[config.mk]
export PLATFORM = sky130hd
export DESIGN_NAME = dvrf_regs
export DESIGN_NICKNAME = d
export VERILOG_FILES = /design/src/inc/dvrf_pkg.sv /design/src/verilog/dvrf_mclk_watch.sv /design/src/verilog/dvrf_gain_scale.sv /design/src/verilog/dvrf_regs.sv
export SDC_FILE = /design/constraint.sdc
export NUM_CORES = 2
export LEC_CHECK = 0
export ABC_AREA = 1
export BUFFER_PORTS_ARGS = -buffer_cell sky130_fd_sc_hd__buf_2
export CAP_MARGIN = 20
export CELL_PAD_IN_SITES_DETAIL_PLACEMENT = 0
export CELL_PAD_IN_SITES_GLOBAL_PLACEMENT = 1
export CORE_AREA = 4 4 346 263
export DETAILED_ROUTE_END_ITERATION = 8
export DIE_AREA = 0 0 350 267
export GPL_TIMING_DRIVEN = 0
export HOLD_SLACK_MARGIN = 0.08
export PLACE_DENSITY_LB_ADDON = 0.1
export SLEW_MARGIN = 15
export SYNTH_ARGS = -nofsm -noshare
export SYNTH_HDL_FRONTEND = slang
export SYNTH_SLANG_ARGS = --single-unit
[constraint.sdc]
create_clock -name clk_sys -period 15.97 [get_ports clk_sys]
set_input_delay 3.194 -clock clk_sys [delete_from_list [all_inputs] [get_ports clk_sys]]
set_output_delay 3.194 -clock clk_sys [all_outputs]
set_load 0.1 [all_outputs]
[src/inc/dvrf_pkg.sv]
// Constants shared by the volume register file, the gain scaler and the clock watcher.
package dvrf_pkg;
  localparam int WORD_W = 16;
  localparam int ADDR_W = 7;
  localparam int DATA_W = 9;
  localparam int CODE_W = 8;
  localparam int NUM_CH = 8;
  localparam int ADDR_MSB = 15;
  localparam int ADDR_LSB = 9;
  localparam int UPDATE_BIT = 8;
  localparam int NUM_CTRL = 6;

  localparam logic [ADDR_W-1:0] ADDR_LEFT1 = 7'h00;
  localparam logic [ADDR_W-1:0] ADDR_RIGHT1 = 7'h01;
  localparam logic [ADDR_W-1:0] ADDR_PHASE_ZD = 7'h02;
  localparam logic [ADDR_W-1:0] ADDR_FORMAT = 7'h03;
  localparam logic [ADDR_W-1:0] ADDR_LEFT2 = 7'h04;
  localparam logic [ADDR_W-1:0] ADDR_RIGHT2 = 7'h05;
  localparam logic [ADDR_W-1:0] ADDR_LEFT3 = 7'h06;
  localparam logic [ADDR_W-1:0] ADDR_RIGHT3 = 7'h07;
  localparam logic [ADDR_W-1:0] ADDR_ALL_GAIN = 7'h08;
  localparam logic [ADDR_W-1:0] ADDR_EMPH_MUTE = 7'h09;
  localparam logic [ADDR_W-1:0] ADDR_IF_POWER = 7'h0a;
  localparam logic [ADDR_W-1:0] ADDR_MUTE_PIN = 7'h0c;
  localparam logic [ADDR_W-1:0] ADDR_LEFT4 = 7'h0d;
  localparam logic [ADDR_W-1:0] ADDR_RIGHT4 = 7'h0e;
  localparam logic [ADDR_W-1:0] ADDR_PAIR4 = 7'h0f;
  localparam logic [ADDR_W-1:0] ADDR_SOFT_RESET = 7'h1f;

  // Channel order: L1, R1, L2, R2, L3, R3, L4, R4.
  localparam logic [ADDR_W-1:0] CH_ADDR [NUM_CH] = '{ADDR_LEFT1, ADDR_RIGHT1, ADDR_LEFT2,
    ADDR_RIGHT2, ADDR_LEFT3, ADDR_RIGHT3, ADDR_LEFT4, ADDR_RIGHT4};
  localparam logic [ADDR_W-1:0] CTRL_ADDR [NUM_CTRL] = '{ADDR_PHASE_ZD, ADDR_FORMAT,
    ADDR_EMPH_MUTE, ADDR_IF_POWER, ADDR_MUTE_PIN, ADDR_PAIR4};

  localparam logic [CODE_W-1:0] GAIN_RST = 8'hff;
  localparam logic [CODE_W-1:0] MUTE_CODE = 8'h00;
  localparam logic [DATA_W-1:0] CTRL_RST [NUM_CTRL] = '{9'h120, 9'h000, 9'h000, 9'h040,
    9'h000, 9'h000};

  localparam logic [1:0] SWRST_MCLK_PERIODS = 2'h2;

  localparam int CLK_PERIOD_NS = 8;
  localparam int MCLK_LOSS_NS = 1000;
  localparam int MCLK_LOSS_CYC = MCLK_LOSS_NS / CLK_PERIOD_NS;

  // Gain mantissas for 0.5 dB steps inside one 6 dB octave, unsigned Q1.15.
  localparam int MANT_W = 16;
  localparam int MANT_FRAC = 15;
  localparam logic [CODE_W-1:0] STEPS_PER_OCT = 8'h0c;
  localparam logic [MANT_W-1:0] MANT [12] = '{16'h8000, 16'h78d7, 16'h7215, 16'h6bb3,
    16'h65ad, 16'h5ffd, 16'h5a9e, 16'h558c, 16'h50c3, 16'h4c3f, 16'h47fb, 16'h43f4};

  typedef enum logic {
    ST_RUN    = 1'b0,
    ST_SRESET = 1'b1
  } dvrf_state_e;
endpackage

[src/verilog/dvrf_mclk_watch.sv]
// Master clock presence watcher: edge pulse and clock-lost level.
`timescale 1ns/1ps
`default_nettype none
module dvrf_mclk_watch #(
  parameter int LOSS_CYC = dvrf_pkg::MCLK_LOSS_CYC
) (
  input  wire logic clk_sys,   // System clock.
  input  wire logic reset,     // Synchronous reset, active high.
  input  wire logic mclk_in,   // Sampled master clock level.
  output logic      mclk_rise, // One-cycle pulse on a master clock rising edge.
  output logic      mclk_lost  // High while the master clock has stopped.
);
  logic        mclk_q_ff;
  logic [15:0] idle_cnt_ff;
  logic        lost_ff;
  logic        toggled;
  logic        timed_out;

  assign toggled = mclk_in ^ mclk_q_ff;
  assign mclk_rise = mclk_in & ~mclk_q_ff;
  assign timed_out = idle_cnt_ff >= 16'(LOSS_CYC - 1);
  assign mclk_lost = lost_ff;

  // The counter saturates, so a long stop keeps the lost level up.
  always_ff @(posedge clk_sys) begin
    if (reset) begin
      mclk_q_ff <= 1'b0;
      idle_cnt_ff <= 16'h0000;
      lost_ff <= 1'b0;
    end else begin
      mclk_q_ff <= mclk_in;
      if (toggled) begin
        idle_cnt_ff <= 16'h0000;
        lost_ff <= 1'b0;
      end else if (!timed_out) begin
        idle_cnt_ff <= idle_cnt_ff + 16'h0001;
      end else begin
        lost_ff <= 1'b1;
      end
    end
  end
endmodule
`default_nettype wire

[src/verilog/dvrf_gain_scale.sv]
// Sample scaler that turns an attenuation code into a gain and applies it.
`timescale 1ns/1ps
`default_nettype none
module dvrf_gain_scale #(
  parameter int SMP_W = 24
) (
  input  wire logic                       clk_sys,   // System clock.
  input  wire logic                       reset,     // Synchronous reset, active high.
  input  wire logic [dvrf_pkg::CODE_W-1:0] code,     // Active attenuation code.
  input  wire logic [SMP_W-1:0]           smp_in,    // Signed input sample.
  input  wire logic [2:0]                 smp_chan,  // Channel of the input sample.
  input  wire logic                       smp_valid, // Input sample strobe.
  output logic      [SMP_W-1:0]           smp_out,   // Scaled sample, registered.
  output logic      [2:0]                 chan_out,  // Channel of the scaled sample.
  output logic                            valid_out  // Output strobe, registered.
);
  localparam int PROD_W = SMP_W + dvrf_pkg::MANT_W + 1;

  logic [dvrf_pkg::CODE_W-1:0] atten;
  logic [4:0]                  octave;
  logic [3:0]                  step;
  logic [dvrf_pkg::MANT_W-1:0] mant;
  logic signed [PROD_W-1:0]    prod;
  logic signed [PROD_W-1:0]    shifted;
  logic [SMP_W-1:0]            nxt_smp;

  // Each octave of 12 half-dB steps halves the gain; 6 dB stands for 6.02 dB.
  assign atten = dvrf_pkg::GAIN_RST - code;
  assign octave = 5'(atten / dvrf_pkg::STEPS_PER_OCT);
  assign step = 4'(atten % dvrf_pkg::STEPS_PER_OCT);
  assign mant = dvrf_pkg::MANT[step];
  assign prod = $signed(smp_in) * $signed({1'b0, mant});
  assign shifted = prod >>> (dvrf_pkg::MANT_FRAC + int'(octave));
  assign nxt_smp = (code == dvrf_pkg::MUTE_CODE) ? '0 : shifted[SMP_W-1:0];

  always_ff @(posedge clk_sys) begin
    if (reset) begin
      smp_out <= '0;
      chan_out <= 3'h0;
      valid_out <= 1'b0;
    end else begin
      valid_out <= smp_valid;
      if (smp_valid) begin
        smp_out <= nxt_smp;
        chan_out <= smp_chan;
      end
    end
  end
endmodule
`default_nettype wire

[src/verilog/dvrf_regs.sv]
// Control register file and eight-channel digital volume for the audio DAC.
`timescale 1ns/1ps
`default_nettype none
module dvrf_regs #(
  parameter int SMP_W = 24,
  parameter int LOSS_CYC = dvrf_pkg::MCLK_LOSS_CYC
) (
  input  wire logic                          clk_sys,                // System clock.
  input  wire logic                          reset,                  // Synchronous reset.
  input  wire logic [dvrf_pkg::WORD_W-1:0]   ctl_word,               // Received control word.
  input  wire logic                          ctl_valid,              // Control word strobe.
  input  wire logic                          mclk_in,                // Master clock level.
  input  wire logic [SMP_W-1:0]              smp_in,                 // Signed input sample.
  input  wire logic [2:0]                    smp_chan,               // Input sample channel.
  input  wire logic                          smp_valid,              // Input sample strobe.
  output logic      [SMP_W-1:0]              smp_out,                // Scaled sample.
  output logic      [2:0]                    smp_out_chan,           // Scaled sample channel.
  output logic                               smp_out_valid,          // Scaled sample strobe.
  output logic      [dvrf_pkg::CODE_W-1:0]   left_one_atten_code,    // Active code L1.
  output logic      [dvrf_pkg::CODE_W-1:0]   right_one_atten_code,   // Active code R1.
  output logic      [dvrf_pkg::CODE_W-1:0]   left_two_atten_code,    // Active code L2.
  output logic      [dvrf_pkg::CODE_W-1:0]   right_two_atten_code,   // Active code R2.
  output logic      [dvrf_pkg::CODE_W-1:0]   left_three_atten_code,  // Active code L3.
  output logic      [dvrf_pkg::CODE_W-1:0]   right_three_atten_code, // Active code R3.
  output logic      [dvrf_pkg::CODE_W-1:0]   left_four_atten_code,   // Active code L4.
  output logic      [dvrf_pkg::CODE_W-1:0]   right_four_atten_code,  // Active code R4.
  output logic      [dvrf_pkg::CODE_W-1:0]   global_atten_code,      // Master register.
  output logic      [dvrf_pkg::DATA_W-1:0]   phase_zero_detect_ctrl, // Control register.
  output logic      [dvrf_pkg::DATA_W-1:0]   audio_format_ctrl,      // Control register.
  output logic      [dvrf_pkg::DATA_W-1:0]   emphasis_mute_ctrl,     // Control register.
  output logic      [dvrf_pkg::DATA_W-1:0]   interface_power_ctrl,   // Control register.
  output logic      [dvrf_pkg::DATA_W-1:0]   mute_pin_decode_ctrl,   // Control register.
  output logic      [dvrf_pkg::DATA_W-1:0]   fourth_pair_ctrl,       // Control register.
  output logic                               soft_reset_busy,        // Software reset state.
  output logic                               mclk_lost               // Master clock stopped.
);
  localparam int NCH = dvrf_pkg::NUM_CH;
  localparam int CW = dvrf_pkg::CODE_W;
  localparam int NCT = dvrf_pkg::NUM_CTRL;

  // Control word fields.
  logic [dvrf_pkg::ADDR_W-1:0] wr_addr;
  logic [dvrf_pkg::DATA_W-1:0] wr_data;
  logic [CW-1:0]               wr_code;
  logic                        wr_update;

  // Address decode.
  logic [NCH-1:0] hit_ch;
  logic [NCT-1:0] hit_ctrl;
  logic           hit_master;
  logic           hit_swrst;
  logic           gain_write;
  logic           apply_all;
  logic           gain_clear;

  // Volume and control register state.
  logic [CW-1:0]               pend_ff [NCH];
  logic [CW-1:0]               act_ff [NCH];
  logic [CW-1:0]               nxt_pend [NCH];
  logic [CW-1:0]               nxt_act [NCH];
  logic [CW-1:0]               master_ff;
  logic [CW-1:0]               nxt_master;
  logic [NCH*CW-1:0]           act_flat;
  logic [NCH*CW-1:0]           pend_flat;
  logic [dvrf_pkg::DATA_W-1:0] ctrl_ff [NCT];
  logic [dvrf_pkg::DATA_W-1:0] nxt_ctrl [NCT];

  // Software reset sequencing.
  dvrf_pkg::dvrf_state_e state_ff;
  dvrf_pkg::dvrf_state_e nxt_state;
  logic [1:0]            rst_cnt_ff;
  logic [1:0]            nxt_rst_cnt;
  logic                  mclk_rise;
  logic                  clk_lost;

  // Sample path.
  logic [CW-1:0] smp_code;

  assign wr_addr = ctl_word[dvrf_pkg::ADDR_MSB:dvrf_pkg::ADDR_LSB];
  assign wr_data = ctl_word[dvrf_pkg::DATA_W-1:0];
  assign wr_code = wr_data[CW-1:0];
  assign wr_update = wr_data[dvrf_pkg::UPDATE_BIT];

  assign hit_master = ctl_valid && (wr_addr == dvrf_pkg::ADDR_ALL_GAIN);
  assign hit_swrst = ctl_valid && (wr_addr == dvrf_pkg::ADDR_SOFT_RESET);
  assign gain_write = (|hit_ch) || hit_master;
  // The update bit is only decoded here and never stored.
  assign apply_all = gain_write && wr_update;
  // Volumes fall back to 0 dB while the master clock is absent.
  assign gain_clear = hit_swrst || clk_lost;
  assign nxt_master = hit_master ? wr_code : master_ff;

  genvar gi;
  generate
    for (gi = 0; gi < NCH; gi++) begin : g_ch
      assign hit_ch[gi] = ctl_valid && (wr_addr == dvrf_pkg::CH_ADDR[gi]);
      // Master writes land in every channel latch as well as its own.
      assign nxt_pend[gi] = (hit_ch[gi] || hit_master) ? wr_code : pend_ff[gi];
      assign nxt_act[gi] = apply_all ? nxt_pend[gi] : act_ff[gi];
      assign act_flat[gi*CW +: CW] = act_ff[gi];
      assign pend_flat[gi*CW +: CW] = pend_ff[gi];
    end
    for (gi = 0; gi < NCT; gi++) begin : g_ctrl
      assign hit_ctrl[gi] = ctl_valid && (wr_addr == dvrf_pkg::CTRL_ADDR[gi]);
      assign nxt_ctrl[gi] = hit_ctrl[gi] ? wr_data : ctrl_ff[gi];
    end
  endgenerate

  always_ff @(posedge clk_sys) begin
    for (int i = 0; i < NCH; i++) begin
      if (reset || gain_clear) begin
        pend_ff[i] <= dvrf_pkg::GAIN_RST;
        act_ff[i] <= dvrf_pkg::GAIN_RST;
      end else begin
        pend_ff[i] <= nxt_pend[i];
        act_ff[i] <= nxt_act[i];
      end
    end
  end

  always_ff @(posedge clk_sys) begin
    if (reset || gain_clear) begin
      master_ff <= dvrf_pkg::GAIN_RST;
    end else begin
      master_ff <= nxt_master;
    end
  end

  always_ff @(posedge clk_sys) begin
    for (int i = 0; i < NCT; i++) begin
      if (reset || hit_swrst) begin
        ctrl_ff[i] <= dvrf_pkg::CTRL_RST[i];
      end else begin
        ctrl_ff[i] <= nxt_ctrl[i];
      end
    end
  end

  // The reset state counts master clock rises; any other write ends it early.
  always_comb begin
    nxt_state = state_ff;
    nxt_rst_cnt = rst_cnt_ff;
    unique case (state_ff)
      dvrf_pkg::ST_RUN: begin
        if (hit_swrst) begin
          nxt_state = dvrf_pkg::ST_SRESET;
          nxt_rst_cnt = 2'h0;
        end
      end
      dvrf_pkg::ST_SRESET: begin
        if (hit_swrst) begin
          nxt_rst_cnt = 2'h0;
        end else if (ctl_valid) begin
          nxt_state = dvrf_pkg::ST_RUN;
        end else if (mclk_rise) begin
          if (rst_cnt_ff == dvrf_pkg::SWRST_MCLK_PERIODS - 2'h1) begin
            nxt_state = dvrf_pkg::ST_RUN;
          end else begin
            nxt_rst_cnt = rst_cnt_ff + 2'h1;
          end
        end
      end
    endcase
  end

  always_ff @(posedge clk_sys) begin
    if (reset) begin
      state_ff <= dvrf_pkg::ST_RUN;
      rst_cnt_ff <= 2'h0;
    end else begin
      state_ff <= nxt_state;
      rst_cnt_ff <= nxt_rst_cnt;
    end
  end

  dvrf_mclk_watch #(
    .LOSS_CYC (LOSS_CYC)
  ) u_mclk_watch (
    .clk_sys   (clk_sys),
    .reset     (reset),
    .mclk_in   (mclk_in),
    .mclk_rise (mclk_rise),
    .mclk_lost (clk_lost)
  );

  assign smp_code = act_ff[smp_chan];

  dvrf_gain_scale #(
    .SMP_W (SMP_W)
  ) u_gain_scale (
    .clk_sys   (clk_sys),
    .reset     (reset),
    .code      (smp_code),
    .smp_in    (smp_in),
    .smp_chan  (smp_chan),
    .smp_valid (smp_valid),
    .smp_out   (smp_out),
    .chan_out  (smp_out_chan),
    .valid_out (smp_out_valid)
  );

  assign left_one_atten_code = act_ff[0];
  assign right_one_atten_code = act_ff[1];
  assign left_two_atten_code = act_ff[2];
  assign right_two_atten_code = act_ff[3];
  assign left_three_atten_code = act_ff[4];
  assign right_three_atten_code = act_ff[5];
  assign left_four_atten_code = act_ff[6];
  assign right_four_atten_code = act_ff[7];
  assign global_atten_code = master_ff;
  assign phase_zero_detect_ctrl = ctrl_ff[0];
  assign audio_format_ctrl = ctrl_ff[1];
  assign emphasis_mute_ctrl = ctrl_ff[2];
  assign interface_power_ctrl = ctrl_ff[3];
  assign mute_pin_decode_ctrl = ctrl_ff[4];
  assign fourth_pair_ctrl = ctrl_ff[5];
  assign soft_reset_busy = (state_ff == dvrf_pkg::ST_SRESET);
  assign mclk_lost = clk_lost;

  logic plain_gain_wr;
  logic upd_gain_wr;
  assign plain_gain_wr = gain_write && !wr_update && !clk_lost;
  assign upd_gain_wr = gain_write && wr_update && !clk_lost;
endmodule
`default_nettype wire

==> impl_metrics.py <==
metrics = {
    "outcome": {
        "status": "finished clean",
    },
    "cts": {
        "clockBufferDepth": 3,
        "cts_buffers": 23,
        "root_buffer": "clkbuf_16",
        "cts_resized": 0,
        "h-tree-depth": 1,
        "post_cts_buffers": 0,
        "clk_pin_slew_ns": 0.06,
        "ctsHoldBuffers": 0,
        "tritoncts": "done",
        "cts_num_sinks": 239,
        "clk_latency_ns": 0.56,
    },
    "cells_and_area": {
        "area_growth_pct": 12.59,
        "utilization_pct": 33.60,
        "seq_area_sq_um": 4785,
        "multi_input_area_sq_um": 17890,
        "final_nets": 4311,
        "n_fill_cell": 9606,
        "drive_gt1_share_pct": 8.267,
    },
    "grt": {
        "grt_pass1_wl_um": 150000,
        "overflow": 0,
        "grt_pass1_vias": 23745,
        "grt_use_total_pct": 21.26,
        "antenna_found_initial": 3,
        "grt_max_degree": 17,
    },
    "floorplanning": {
        "core_sq_um": 87390,
        "die_h_um": 267,
        "design.portCount": 204,
        "die-area_sq_um": 93450,
        "row_count": 94,
        "initial_core_util_pct": 29.84,
        "die_w_um": 350,
    },
    "critical_path": {
        "start_kind": "input port",
        "crit_buf_inv": 12,
        "reg2reg_to": "u_gain_scale.smp_out[0]",
        "r2r_slack_ns": 4.45,
        "cp.depth": 48,
        "reg2regPathDepth": 50,
        "critPathTopFamily": "adder cells",
        "cp-endpoint": "u_gain_scale.smp_out[0]",
        "worstPathMaxFanout": 10,
        "max_stage_delay_ns": 0.75,
        "criticalPathCategory": "input port to flop",
        "crit_required_ns": 16.37,
        "r2r-start": "act_ff[3][6]",
        "crit_arrival_ns": 15.18,
        "endpoint_kind": "flop",
        "critPathSlowestCell": "o22ai_2",
        "crit_path_start": "smp_chan[1]",
        "worst_path_most_repeated_cell": "inv_1",
    },
    "sta": {
        "finClkSkew_ns": 0.02870,
        "relSlewSlack_pct": 23.61,
        "final_max_slew_viol_count": 0,
        "timing.fmax_mhz": 67.66,
        "fin_crit_ns": 14.78,
        "tightest_slew_ns": 1.146,
        "setup_viol": 0,
        "fin_crit_sh_pct": 92.54,
        "rsz0062_at_grt": "no",
        "finalHoldViolCount": 0,
        "tns_ns": 0,
    },
    "yosys": {
        "synth_seq_area_share_pct": 18.35,
        "synth_cell_types": 45,
        "syn_inst": 3551,
        "ys_warn_count": 0,
        "syn-num-nets": 4091,
        "avgSynthCellArea_sq_um": 7.343,
        "synth_seq_cells": 239,
        "syn_area_sq_um": 26080,
    },
    "hold_path": {
        "hold_start": "u_mclk_watch.idle_cnt_ff[11]",
        "hold_path.class": "flop to flop",
    },
    "detailed_routing": {
        "routedWlPerCell_um": 20.05,
        "drtIter0Drc": 1632,
        "vias": 23419,
        "routed_wl_um": 99010,
        "ant_nets": 0,
        "viasPerCell": 4.742,
        "drt_first_pass_iters": 5,
        "drc_errors": 0,
    },
    "run": {
        "drv_cap": 0,
    },
    "place": {
        "portBuffers": 195,
        "place_hpwl_um": 82920,
        "place.gp.congestion": 0.8510,
    },
}
[cell families after synthesis]
logic type | share of synthesized area, %
AOI/OAI and AO/OA | 10.84
xor gates and xnor gates | 1.684
buffers and inverters | 13.06
and+or+nand+nor | 21.56
adders and majority gates | 34.46
DFF | 18.35
muxes | 0.03839
[per-layer routing]
| metal | track usage [%] | vias up | part of all wire [%] |
|---|---|---|---|
| met5 | 0 | - | 0.0091 |
| met4 | 2.057 | 2 | 0.97 |
| met3 | 3.245 | 62 | 5.4 |
| met2 | 31.58 | 510 | 42 |
| met1 | 33.38 | 11573 | 52 |
| li1 | - | 11272 | - |
[through the flow]
step	setup WS, ns	hold slack (ns)	area, sq um	instances
after floorplan	4.055	0.4080	26080	3551
after global placement	0.5018	0.4177	28490	4898
after detailed placement	0.8101	0.4195	28500	4898
after CTS	1.324	0.4291	29360	4938
after global routing	0.4550	0.4429	29360	4938
final	1.191	0.4261	29360	4939
[synthesized netlist by cell type, drive strengths merged]
cell	instances	area, sq um
nand2	866	3268
inv	709	2661
fa	377	7547
nor2	295	1107
dfxtp	239	4785
o21ai	226	1150
nand3	202	1051
a21oi	137	685.7
ha	115	1439
clkbuf	110	412.9
o211ai	88	665.6
buf	55	309.0
xor2	29	254.0
xnor2	19	185.2
nor3	14	70.07
a211oi	10	75.07
o22ai	10	68.81
or2	8	50.05
nand4	7	43.79
o21bai	7	56.30
clkinv	6	22.52
a21boi	5	37.54
a31oi	5	31.28
nor4	4	25.02
o221ai	3	26.28
a21o	1	7.510
a221oi	1	15.01
a311oi	1	8.760
mux2i	1	10.01
nand3b	1	7.510
[how the worst min path moves through the flow]
stage	end	slack [ns]	cells after the start
2_1_floorplan	u_mclk_watch.idle_cnt_ff[11]	0.41	2
3_3_place_gp	u_mclk_watch.idle_cnt_ff[7]	0.42	2
3_5_place_dp	u_mclk_watch.idle_cnt_ff[11]	0.42	2
4_1_cts	u_mclk_watch.idle_cnt_ff[11]	0.43	2
5_1_grt	u_mclk_watch.idle_cnt_ff[11]	0.44	2
6_report	u_mclk_watch.idle_cnt_ff[11]	0.43	2
[cell usage in the layout, fill, tap and decap left out, types with 6 or more instances in the layout]
cell / instances
nand2_1: 861
buf_2: 223
clkinv_1: 6
buf_4: 6
o21ai_0: 189
xnor2_1: 18
nand4_1: 7
o22ai_1: 9
ha_1: 115
a211oi_1: 10
clkbuf_1: 114
inv_1: 697
buf_6: 6
nor3_1: 13
bufinv_16: 7
inv_2: 12
buf_1: 15
o21bai_1: 6
xor2_1: 29
nor2_1: 294
o21ai_1: 32
clkbuf_16: 23
a21oi_1: 137
nand3_1: 197
o211ai_1: 87
dfxtp_1: 239
or2_2: 8
fa_1: 377
[tightest hold or removal path: cells and delay by family, from the launching register on]
family,cells,cell delay [ns]
flip-flops,1,0.31
buffers and inverters,1,0.04
AND/OR/NAND/NOR,1,0.03
[registers in the layout, summed over array words and instances, names as in the netlist]
name / count
u_gain_scale.valid_out: 1
soft_reset_busy: 1
global_atten_code: 8
u_mclk_watch.mclk_q_ff: 1
u_mclk_watch.mclk_lost: 1
pend_ff: 64
rst_cnt_ff: 2
u_gain_scale.smp_out: 24
u_gain_scale.chan_out: 3
ctrl_ff: 54
act_ff: 64
u_mclk_watch.idle_cnt_ff: 16
[layout make-up]
| class | instances | share of cell area [%] |
|---|---|---|
| inverter | 715 | 9.141 |
| tap | 1152 | 4.909 |
| multi-input combinational | 2432 | 60.95 |
| sequential | 239 | 16.30 |
| timing repair buffer | 195 | 3.324 |
| antenna | 1 | 0.008523 |
| buffer | 165 | 2.459 |
| clock buffer | 27 | 2.012 |
| clock inverter | 13 | 0.9035 |
Power is not shown: default switching activity piles up to over one toggle a cycle in this logic, so the estimate is an artifact.
